<file path="src/inc/sdram_bank_map.svh">
`ifndef SDRAM_BANK_MAP_SVH
`define SDRAM_BANK_MAP_SVH

// ------------------------------------------------------------
// pin vector layout {cke, cs_n, ras_n, cas_n, we_n, addr[11:0]}
// ------------------------------------------------------------
`define PIN_W        17
`define PIN_IDLE     17'h1_F000
`define PIN_CKE      16
`define PIN_CS_N     15
`define PIN_RAS_N    14
`define PIN_CAS_N    13
`define PIN_WE_N     12
`define PIN_BANK     11
`define PIN_AP       10
`define COL_W        8

// ------------------------------------------------------------
// mode opcode fields and reset value (burst 1, latency 2)
// ------------------------------------------------------------
`define MODE_W       12
`define MODE_RESET   12'h020
`define MODE_BL_MSB  2
`define MODE_BL_LSB  0
`define MODE_CL_MSB  6
`define MODE_CL_LSB  4
`define MODE_CL3     3'h3
`define BL_FULL      3'h7

// ------------------------------------------------------------
// timing
// ------------------------------------------------------------
`define CLK_PS       5000
`define WR_REC_PS    10000
`define PRE_PS       20000
`define WR_REC_CYC   ((`WR_REC_PS + `CLK_PS - 1) / `CLK_PS)
`define PRE_CYC      ((`PRE_PS + `CLK_PS - 1) / `CLK_PS)

`endif

</file>
<file path="src/inc/sdram_bank_pkg.sv">
package sdram_bank_pkg;

    typedef enum logic [3:0] {
        st_idle,
        st_active,
        st_read,
        st_read_ap,
        st_write,
        st_wr_rec,
        st_precharge,
        st_power_down,
        st_self_refresh
    } bank_state_t;

    typedef enum logic [3:0] {
        c_deselect,
        c_nop,
        c_burst_stop,
        c_read,
        c_read_ap,
        c_write,
        c_write_ap,
        c_row_open,
        c_close,
        c_refresh,
        c_mode_load
    } cmd_t;

endpackage

</file>
<file path="src/core/sdram_bank_fsm.sv">
// Contract
// [RULE1] idle: deselect, nop, burst stop do nothing, or power-down when clock enable low
// [RULE2] idle: open moves to active; close ignored; refresh, mode load act; read/write illegal
// [RULE3] active: read/write start burst, close precharges; open, refresh, mode load illegal
// [RULE4] read burst: nop lets burst finish, then bank returns to active
// [RULE5] read burst: burst stop ends it, bank active
// [RULE6] read burst: new read restarts burst at new column
// [RULE7] read burst: write ends read and starts write burst
// [RULE8] read burst: close ends read and precharges addressed or both banks
// [RULE9] write burst: nop lets burst finish, then write recovery
// [RULE10] write burst: burst stop ends it, bank active
// [RULE11] write burst: read ends write and starts read at new column
// [RULE12] write burst: new write restarts at new column
// [RULE13] write burst: close ends write and precharges addressed or both banks
// [RULE14] read with auto close: nop lets burst finish, then precharge
// [RULE15] read with auto close: controller sends only deselect or nop
// [RULE16] after burst stop, data keeps driving for the read latency
// [RULE17] power-down on clock enable falling while idle, held while low
// [RULE18] write recovery ends in active after the recovery interval; the code goes to precharge instead when the write had auto close
`timescale 1ns/1ps
`default_nettype none
`include "sdram_bank_map.svh"

module sdram_bank_fsm #(
    parameter logic bank_id = 1'b0
) (
    input  wire logic                        clk,
    input  wire logic                        nrst,
    input  wire logic                        cke_pin,
    input  wire logic                        cs_n_pin,
    input  wire logic                        ras_n_pin,
    input  wire logic                        cas_n_pin,
    input  wire logic                        we_n_pin,
    input  wire logic [11:0]                 addr_pin,
    output var  sdram_bank_pkg::bank_state_t state_q,
    output logic [`COL_W-1:0]                col_q,
    output logic                             dq_drive_q,
    output logic                             wr_accept_q,
    output logic [`MODE_W-1:0]               mode_q,
    output logic                             refresh_q,
    output logic                             illegal_q
);

    // ------------------------------------------------------------
    // pin synchroniser
    // ------------------------------------------------------------
    logic [`PIN_W-1:0] s1_q;
    logic [`PIN_W-1:0] s2_q;
    logic              cke_prev_q;

    always_ff @(posedge clk or negedge nrst) begin
        if (!nrst) begin
            s1_q       <= `PIN_IDLE;
            s2_q       <= `PIN_IDLE;
            cke_prev_q <= 1'b1;
        end else begin
            s1_q       <= {cke_pin, cs_n_pin, ras_n_pin, cas_n_pin, we_n_pin, addr_pin};
            s2_q       <= s1_q;
            cke_prev_q <= s2_q[`PIN_CKE];
        end
    end

    // ------------------------------------------------------------
    // command decode
    // ------------------------------------------------------------
    sdram_bank_pkg::cmd_t cmd;
    logic                 cke;
    logic                 cmd_ok;
    logic                 hit;
    logic                 close_hit;
    logic [`COL_W-1:0]    new_col;

    assign cke       = s2_q[`PIN_CKE];
    assign cmd_ok    = cke_prev_q;
    assign hit       = s2_q[`PIN_BANK] == bank_id;
    assign close_hit = hit || s2_q[`PIN_AP];
    assign new_col   = s2_q[`COL_W-1:0];

    // commands aimed at the other bank look like a nop here
    always_comb begin
        cmd = sdram_bank_pkg::c_nop;
        if (s2_q[`PIN_CS_N]) begin
            cmd = sdram_bank_pkg::c_deselect;
        end else begin
            case (s2_q[`PIN_RAS_N:`PIN_WE_N])
                3'h0: cmd = sdram_bank_pkg::c_mode_load;
                3'h1: cmd = sdram_bank_pkg::c_refresh;
                3'h2: if (close_hit) begin
                    cmd = sdram_bank_pkg::c_close;
                end
                3'h3: if (hit) begin
                    cmd = sdram_bank_pkg::c_row_open;
                end
                3'h4: if (hit) begin
                    cmd = s2_q[`PIN_AP] ? sdram_bank_pkg::c_write_ap
                                        : sdram_bank_pkg::c_write;
                end
                3'h5: if (hit) begin
                    cmd = s2_q[`PIN_AP] ? sdram_bank_pkg::c_read_ap
                                        : sdram_bank_pkg::c_read;
                end
                3'h6: cmd = sdram_bank_pkg::c_burst_stop;
                default: cmd = sdram_bank_pkg::c_nop;
            endcase
        end
    end

    // ------------------------------------------------------------
    // burst length and latency from the mode opcode
    // ------------------------------------------------------------
    logic [`COL_W-1:0] burst_last;
    logic              cl3;

    assign cl3 = mode_q[`MODE_CL_MSB:`MODE_CL_LSB] == `MODE_CL3;

    always_comb begin
        case (mode_q[`MODE_BL_MSB:`MODE_BL_LSB])
            3'h0:     burst_last = 8'h00;
            3'h1:     burst_last = 8'h01;
            3'h2:     burst_last = 8'h03;
            3'h3:     burst_last = 8'h07;
            `BL_FULL: burst_last = 8'hFF;
            default:  burst_last = 8'h00;
        endcase
    end

    // ------------------------------------------------------------
    // bank state machine
    // ------------------------------------------------------------
    sdram_bank_pkg::bank_state_t state_d;
    logic [`COL_W-1:0]           col_d;
    logic [`COL_W-1:0]           cnt_q;
    logic [`COL_W-1:0]           cnt_d;
    logic                        ap_q;
    logic                        ap_d;
    logic [`MODE_W-1:0]          mode_d;
    logic                        refresh_d;
    logic                        illegal_d;
    logic                        last;
    logic                        quiet;
    logic                        is_rd;
    logic                        is_wr;

    assign last  = cnt_q == 8'h00;
    assign quiet = cmd == sdram_bank_pkg::c_deselect || cmd == sdram_bank_pkg::c_nop;
    assign is_rd = cmd == sdram_bank_pkg::c_read || cmd == sdram_bank_pkg::c_read_ap;
    assign is_wr = cmd == sdram_bank_pkg::c_write || cmd == sdram_bank_pkg::c_write_ap;

    always_comb begin
        state_d   = state_q;
        col_d     = col_q;
        cnt_d     = cnt_q;
        ap_d      = ap_q;
        mode_d    = mode_q;
        refresh_d = 1'b0;
        illegal_d = 1'b0;
        if (state_q == sdram_bank_pkg::st_power_down
                || state_q == sdram_bank_pkg::st_self_refresh) begin
            if (cke) begin
                state_d = sdram_bank_pkg::st_idle; // RULE17
            end
        end else if (cmd_ok) begin
            // low clock enable on the previous edge freezes state, column, count and mode, not the read data pipeline
            case (state_q)
                sdram_bank_pkg::st_idle: begin
                    if (quiet || cmd == sdram_bank_pkg::c_burst_stop) begin
                        if (!cke) begin
                            state_d = sdram_bank_pkg::st_power_down; // RULE1 RULE17
                        end
                    end else if (cmd == sdram_bank_pkg::c_row_open) begin
                        state_d = sdram_bank_pkg::st_active; // RULE2
                    end else if (cmd == sdram_bank_pkg::c_refresh) begin
                        if (!cke) begin
                            state_d = sdram_bank_pkg::st_self_refresh; // RULE2
                        end else begin
                            refresh_d = 1'b1; // RULE2
                        end
                    end else if (cmd == sdram_bank_pkg::c_mode_load) begin
                        mode_d = s2_q[`MODE_W-1:0]; // RULE2
                    end else if (is_rd || is_wr) begin
                        illegal_d = 1'b1; // RULE2
                    end
                end
                sdram_bank_pkg::st_active,
                sdram_bank_pkg::st_read,
                sdram_bank_pkg::st_write,
                sdram_bank_pkg::st_wr_rec: begin
                    if (is_rd) begin
                        state_d = (cmd == sdram_bank_pkg::c_read_ap)
                                ? sdram_bank_pkg::st_read_ap
                                : sdram_bank_pkg::st_read; // RULE3 RULE6 RULE11
                        col_d   = new_col;
                        cnt_d   = burst_last;
                    end else if (is_wr) begin
                        state_d = sdram_bank_pkg::st_write; // RULE3 RULE7 RULE12
                        col_d   = new_col;
                        cnt_d   = burst_last;
                        ap_d    = cmd == sdram_bank_pkg::c_write_ap;
                    end else if (cmd == sdram_bank_pkg::c_close
                            && state_q != sdram_bank_pkg::st_wr_rec) begin
                        state_d = sdram_bank_pkg::st_precharge; // RULE3 RULE8 RULE13
                        cnt_d   = 8'(`PRE_CYC - 1);
                    end else if (cmd == sdram_bank_pkg::c_burst_stop
                            && state_q != sdram_bank_pkg::st_wr_rec) begin
                        state_d = sdram_bank_pkg::st_active; // RULE5 RULE10
                    end else if (quiet || cmd == sdram_bank_pkg::c_burst_stop) begin
                        case (state_q)
                            sdram_bank_pkg::st_read: begin
                                if (last) begin
                                    state_d = sdram_bank_pkg::st_active; // RULE4
                                end else begin
                                    cnt_d = cnt_q - 8'h01;
                                    col_d = col_q + 8'h01;
                                end
                            end
                            sdram_bank_pkg::st_write: begin
                                if (last) begin
                                    state_d = sdram_bank_pkg::st_wr_rec; // RULE9
                                    cnt_d   = 8'(`WR_REC_CYC - 1);
                                end else begin
                                    cnt_d = cnt_q - 8'h01;
                                    col_d = col_q + 8'h01;
                                end
                            end
                            sdram_bank_pkg::st_wr_rec: begin
                                if (!last) begin
                                    cnt_d = cnt_q - 8'h01;
                                end else if (ap_q) begin
                                    state_d = sdram_bank_pkg::st_precharge;
                                    cnt_d   = 8'(`PRE_CYC - 1);
                                end else begin
                                    state_d = sdram_bank_pkg::st_active; // RULE18
                                end
                            end
                            default: ;
                        endcase
                    end else begin
                        illegal_d = 1'b1; // RULE3
                    end
                end
                sdram_bank_pkg::st_read_ap: begin
                    if (quiet) begin
                        if (last) begin
                            state_d = sdram_bank_pkg::st_precharge; // RULE14
                            cnt_d   = 8'(`PRE_CYC - 1);
                        end else begin
                            cnt_d = cnt_q - 8'h01;
                            col_d = col_q + 8'h01;
                        end
                    end else begin
                        illegal_d = 1'b1; // RULE15
                    end
                end
                sdram_bank_pkg::st_precharge: begin
                    if (last) begin
                        state_d = sdram_bank_pkg::st_idle;
                    end else begin
                        cnt_d = cnt_q - 8'h01;
                    end
                    if (is_rd || is_wr || cmd == sdram_bank_pkg::c_row_open) begin
                        illegal_d = 1'b1;
                    end
                end
                default: state_d = sdram_bank_pkg::st_idle;
            endcase
        end
    end

    // ------------------------------------------------------------
    // read data pipeline: drive lags the burst by the latency,
    // so a stopped burst still drives for that many cycles
    // ------------------------------------------------------------
    logic [1:0] pipe_q;
    logic [1:0] pipe_d;
    logic       rd_beat;
    logic       dq_drive_d;
    logic       wr_accept_d;

    assign rd_beat = state_q == sdram_bank_pkg::st_read
                  || state_q == sdram_bank_pkg::st_read_ap;

    always_comb begin
        pipe_d      = {pipe_q[0], rd_beat};
        dq_drive_d  = cl3 ? pipe_q[1] : pipe_q[0]; // RULE16
        wr_accept_d = state_d == sdram_bank_pkg::st_write;
    end

    always_ff @(posedge clk or negedge nrst) begin
        if (!nrst) begin
            state_q     <= sdram_bank_pkg::st_idle;
            col_q       <= 8'h00;
            cnt_q       <= 8'h00;
            ap_q        <= 1'b0;
            mode_q      <= `MODE_RESET;
            refresh_q   <= 1'b0;
            illegal_q   <= 1'b0;
            pipe_q      <= 2'h0;
            dq_drive_q  <= 1'b0;
            wr_accept_q <= 1'b0;
        end else begin
            state_q     <= state_d;
            col_q       <= col_d;
            cnt_q       <= cnt_d;
            ap_q        <= ap_d;
            mode_q      <= mode_d;
            refresh_q   <= refresh_d;
            illegal_q   <= illegal_d;
            pipe_q      <= pipe_d;
            dq_drive_q  <= dq_drive_d;
            wr_accept_q <= wr_accept_d;
        end
    end
endmodule

`default_nettype wire

</file>
<file path="config.mk">
export PLATFORM = sky130hd
export DESIGN_NAME = sdram_bank_fsm
export DESIGN_NICKNAME = d
export VERILOG_FILES = /design/src/inc/sdram_bank_pkg.sv /design/src/core/sdram_bank_fsm.sv
export VERILOG_INCLUDE_DIRS = /design/src /design/src/inc
export SDC_FILE = /design/constraint.sdc
export NUM_CORES = 1
export LEC_CHECK = 0
export BUFFER_PORTS_ARGS = -buffer_cell sky130_fd_sc_hd__buf_2
export CORE_UTILIZATION = 40
export DETAILED_ROUTE_END_ITERATION = 6
export PLACE_DENSITY = 0.6
export SYNTH_ARGS = -nofsm -noshare
export SYNTH_HDL_FRONTEND = slang
export SYNTH_SLANG_ARGS = --single-unit
</file>
<file path="constraint.sdc">
create_clock -name clk -period 3.1 [get_ports clk]
set_input_delay 0.155 -clock clk [delete_from_list [all_inputs] [get_ports clk]]
set_output_delay 0.155 -clock clk [all_outputs]
set_load 0.01 [all_outputs]
</file>
==> flow_summary.toml <==
[pwr]
p_per_area_nw_per_um2 = 916
pwr-share-clk = 0.254
p_leak_uw = 0.00189
combPwrFrac = 0.364
p_sw_frac = 0.378
p_seq_frac = 0.382
max-vdd-ir-drop_mv = 0.527
intPower_uw = 2480
switchingPower_uw = 1510

[yosys]
synth.area.top_cells = "dfrtp_1 44%, dfstp_2 8.9%, mux2_2 4.1%"
synth_seq_cells = 74
synth_warnings = 0
avgSynthCellArea_um2 = 10.3
synth_top_area_cell = "dfrtp_1"
syn-cell-area_um2 = 3550
async_reset_ff_frac = 1.00
ys_seq_area_frac = 0.525
synthesis.instances = 345
synthesis.nets = 367
synth_edf_count = 0
synth_cell_type_count = 65
synth_common_cells = "62 x dfrtp_1, 24 x a21oi_1, 23 x nor2_1"
synth_ff_type = "dfrtp_1"
synth_top_cell_area_share = 0.436
yosysMostFrequentCell = "dfrtp_1"

[clocking]
cts.clk_slew.worst_paths_ps = 80
htreeDepth = 3
clock_latency_ps = 350
root_buffer = "clkbuf_8"
cts_sinks = 74
clockBufferDepth = 2
cts_tree = "yes"
numCtsBuffers = 9

[critical_path]
crit_family = "simple AND/OR/NAND/NOR gates"
end_kind = "register"
path_max_fanout = 21
crit_chain = "nor3_1 -> or3b_1 -> a21oi_1 -> o21ai_1 -> and2_1 -> a21oi_1"
worst-setup-path-type = "reg -> reg"
critical_path.most_common_cell = "a21oi_1"
cp_slowest_cell = "dfrtp_1"
required_ps = 3320
slowest_delay_ps = 630
path_buf_inv = 0
worstPathArrival_ps = 2920
startpoint_type = "register"

[sta]
worst_pin_slew_ps = 1110
setup_tns_ps = 0
skew_ps = 7.20
setup_viol = 0
rsz0062_at_grt = "no"
fin_crit_ps = 2700
slew_violations = 0
slew_headroom = 0.255
hold_viol = 0
period_share = 0.872
max_freq_ghz = 0.370

[route]
wl_mm = 8.48
routed_via_density = 5.72
dr.pass1.iters = 5
wl_per_cell_um = 16.3
drt_iter0_markers = 171
drcViolationCount = 0
ant_nets = 0
vias = 2969

[die]
die_x_um = 96.3
die_h_um = 96.3
fp.coreArea_um2 = 8680
top_level_ports = 47
initial_core_util = 0.410
die_area_um2 = 9270
std_cell_rows = 34

[finish]
final_nets = 428
area_delta_synth_final_pct = 22.3
fill_cells = 808
antenna_cells = 0
layout-drive-gt1-share = 0.263
post-route-util = 0.501

[global_route]
grt_pass1_vias = 2816
grt_usage = 0.197
grt_first_pass_wirelength_mm = 13.9
overflow = 0
grt_max_degree = 75
antenna_found_initial = 0

[status]
status = "finished clean"

[place]
dp_hpwl_mm = 5.38
portBuffers = 46
place.gp.congestion = 0.882

[job]
max_cap_viol_count = 0

[hold_path]
min_path_type = "reg -> reg"
[final cells by class]
class | instances | area, um2 | area share
Sequential cell | 74 | 1870 | 0.429
Multi-Input combinational cell | 238 | 1570 | 0.360
Timing Repair Buffer | 71 | 465 | 0.107
Clock inverter | 7 | 146 | 0.0337
Tap cell | 108 | 135 | 0.0311
Clock buffer | 9 | 124 | 0.0285
Inverter | 12 | 45.0 | 0.0104
[worst reg2reg max path: stages (launching register included)]
cell	delay, ps
dfrtp_1	630
nor3_1	460
or3b_1	330
a21oi_1	80
o21ai_1	540
and2_1	410
a21oi_1	130
[path summary, 6_finish.rpt]
| check | start | endpoint | slack, ps | cells after the start |
|---|---|---|---|---|
| hold reg to reg | s1_q[10]$_DFF_PN0_ | s2_q[10]$_DFF_PN0_ | 350 | 0 |
| hold / removal | s1_q[10]$_DFF_PN0_ | s2_q[10]$_DFF_PN0_ | 350 | 0 |
| min in group asynchronous | nrst | cnt_q[4]$_DFFE_PN0P_ | 490 | 2 |
| setup reg to reg | state_q[0]$_DFF_PN0_ | col_q[1]$_DFFE_PN0P_ | 400 | 6 |
| setup / recovery | state_q[0]$_DFF_PN0_ | col_q[1]$_DFFE_PN0P_ | 400 | 6 |
| max in group asynchronous | nrst | col_q[0]$_DFFE_PN0P_ | 2040 | 2 |
[cell usage in the layout, fill, tap and decap left out, types with 3 or more instances in the layout]
cell,count
nor3b_1,3
o21ai_0,20
o311ai_0,3
inv_6,3
nor4_1,6
nand2_1,21
nor3_1,6
dfrtp_1,62
dlygate4sd3_1,18
clkbuf_8,9
bufinv_16,4
o22ai_1,8
buf_4,8
a21oi_1,24
a211oi_1,3
buf_2,45
a31oi_1,13
nand3_1,8
nand4_1,3
a32oi_1,3
and2_1,3
o21ai_1,5
nand2b_1,11
inv_1,11
dfstp_2,12
nor2b_1,6
nor2_1,23
o31ai_1,3
mux2_2,13
ha_1,3
[repair_timing]
item | in CTS | in global routing
buffers inserted | 0 | 0
endpoints found under the hold margin | 79 | 0
gates resized for setup | 0 | 0
hold buffers | 18 | 0
[layer usage]
metal  vias to the layer above  track usage  wire length (um)
li1                       1413            -                 -
met1                      1447        0.276              3930
met2                        99        0.298              3930
met3                        10       0.0434               486
met4                         0       0.0684               131
met5                         -            0                 0
[state kept, by name (all words and copies together) (netlist names)]
register / cells
refresh_q: 1
mode_q: 12
s2_q: 17
wr_accept_q: 1
pipe_q: 2
cke_prev_q: 1
cnt_q: 8
dq_drive_q: 1
s1_q: 17
illegal_q: 1
col_q: 8
state_q: 4
ap_q: 1
[power by group through the flow]
stage	clock network (uW)	registers [uW]	logic [uW]
final	1010	1520	1450
after global routing	1080	1560	1630
after CTS	1040	1520	1450
after detailed placement	0	1530	1410
after global placement	0	1530	1390
after floorplan	0	1500	984
[metrics by stage]
stage | hold slack, ps | setup WS [ps] | total power [uW] | std cells | area (um2)
CTS | 352 | 398 | 4000 | 519 | 4350
global placement | 259 | 423 | 2920 | 485 | 3900
floorplan | -141 | 673 | 2480 | 345 | 3550
detailed placement | 261 | 398 | 2950 | 485 | 3900
finish | 352 | 396 | 3980 | 519 | 4350
global route | 357 | 192 | 4270 | 519 | 4350
[cells by family (layout without fill, tap and decap cells)]
family,count (synthesis),in the layout,synth area share
compound gates,104,104,0.191
fa+ha+maj,4,4,0.0134
xor+xnor,1,1,0.00246
flops,74,74,0.525
buf+inv,33,99,0.0359
mux,15,15,0.0468
simple gates,114,114,0.186
(Power assumes the default switching activity.)
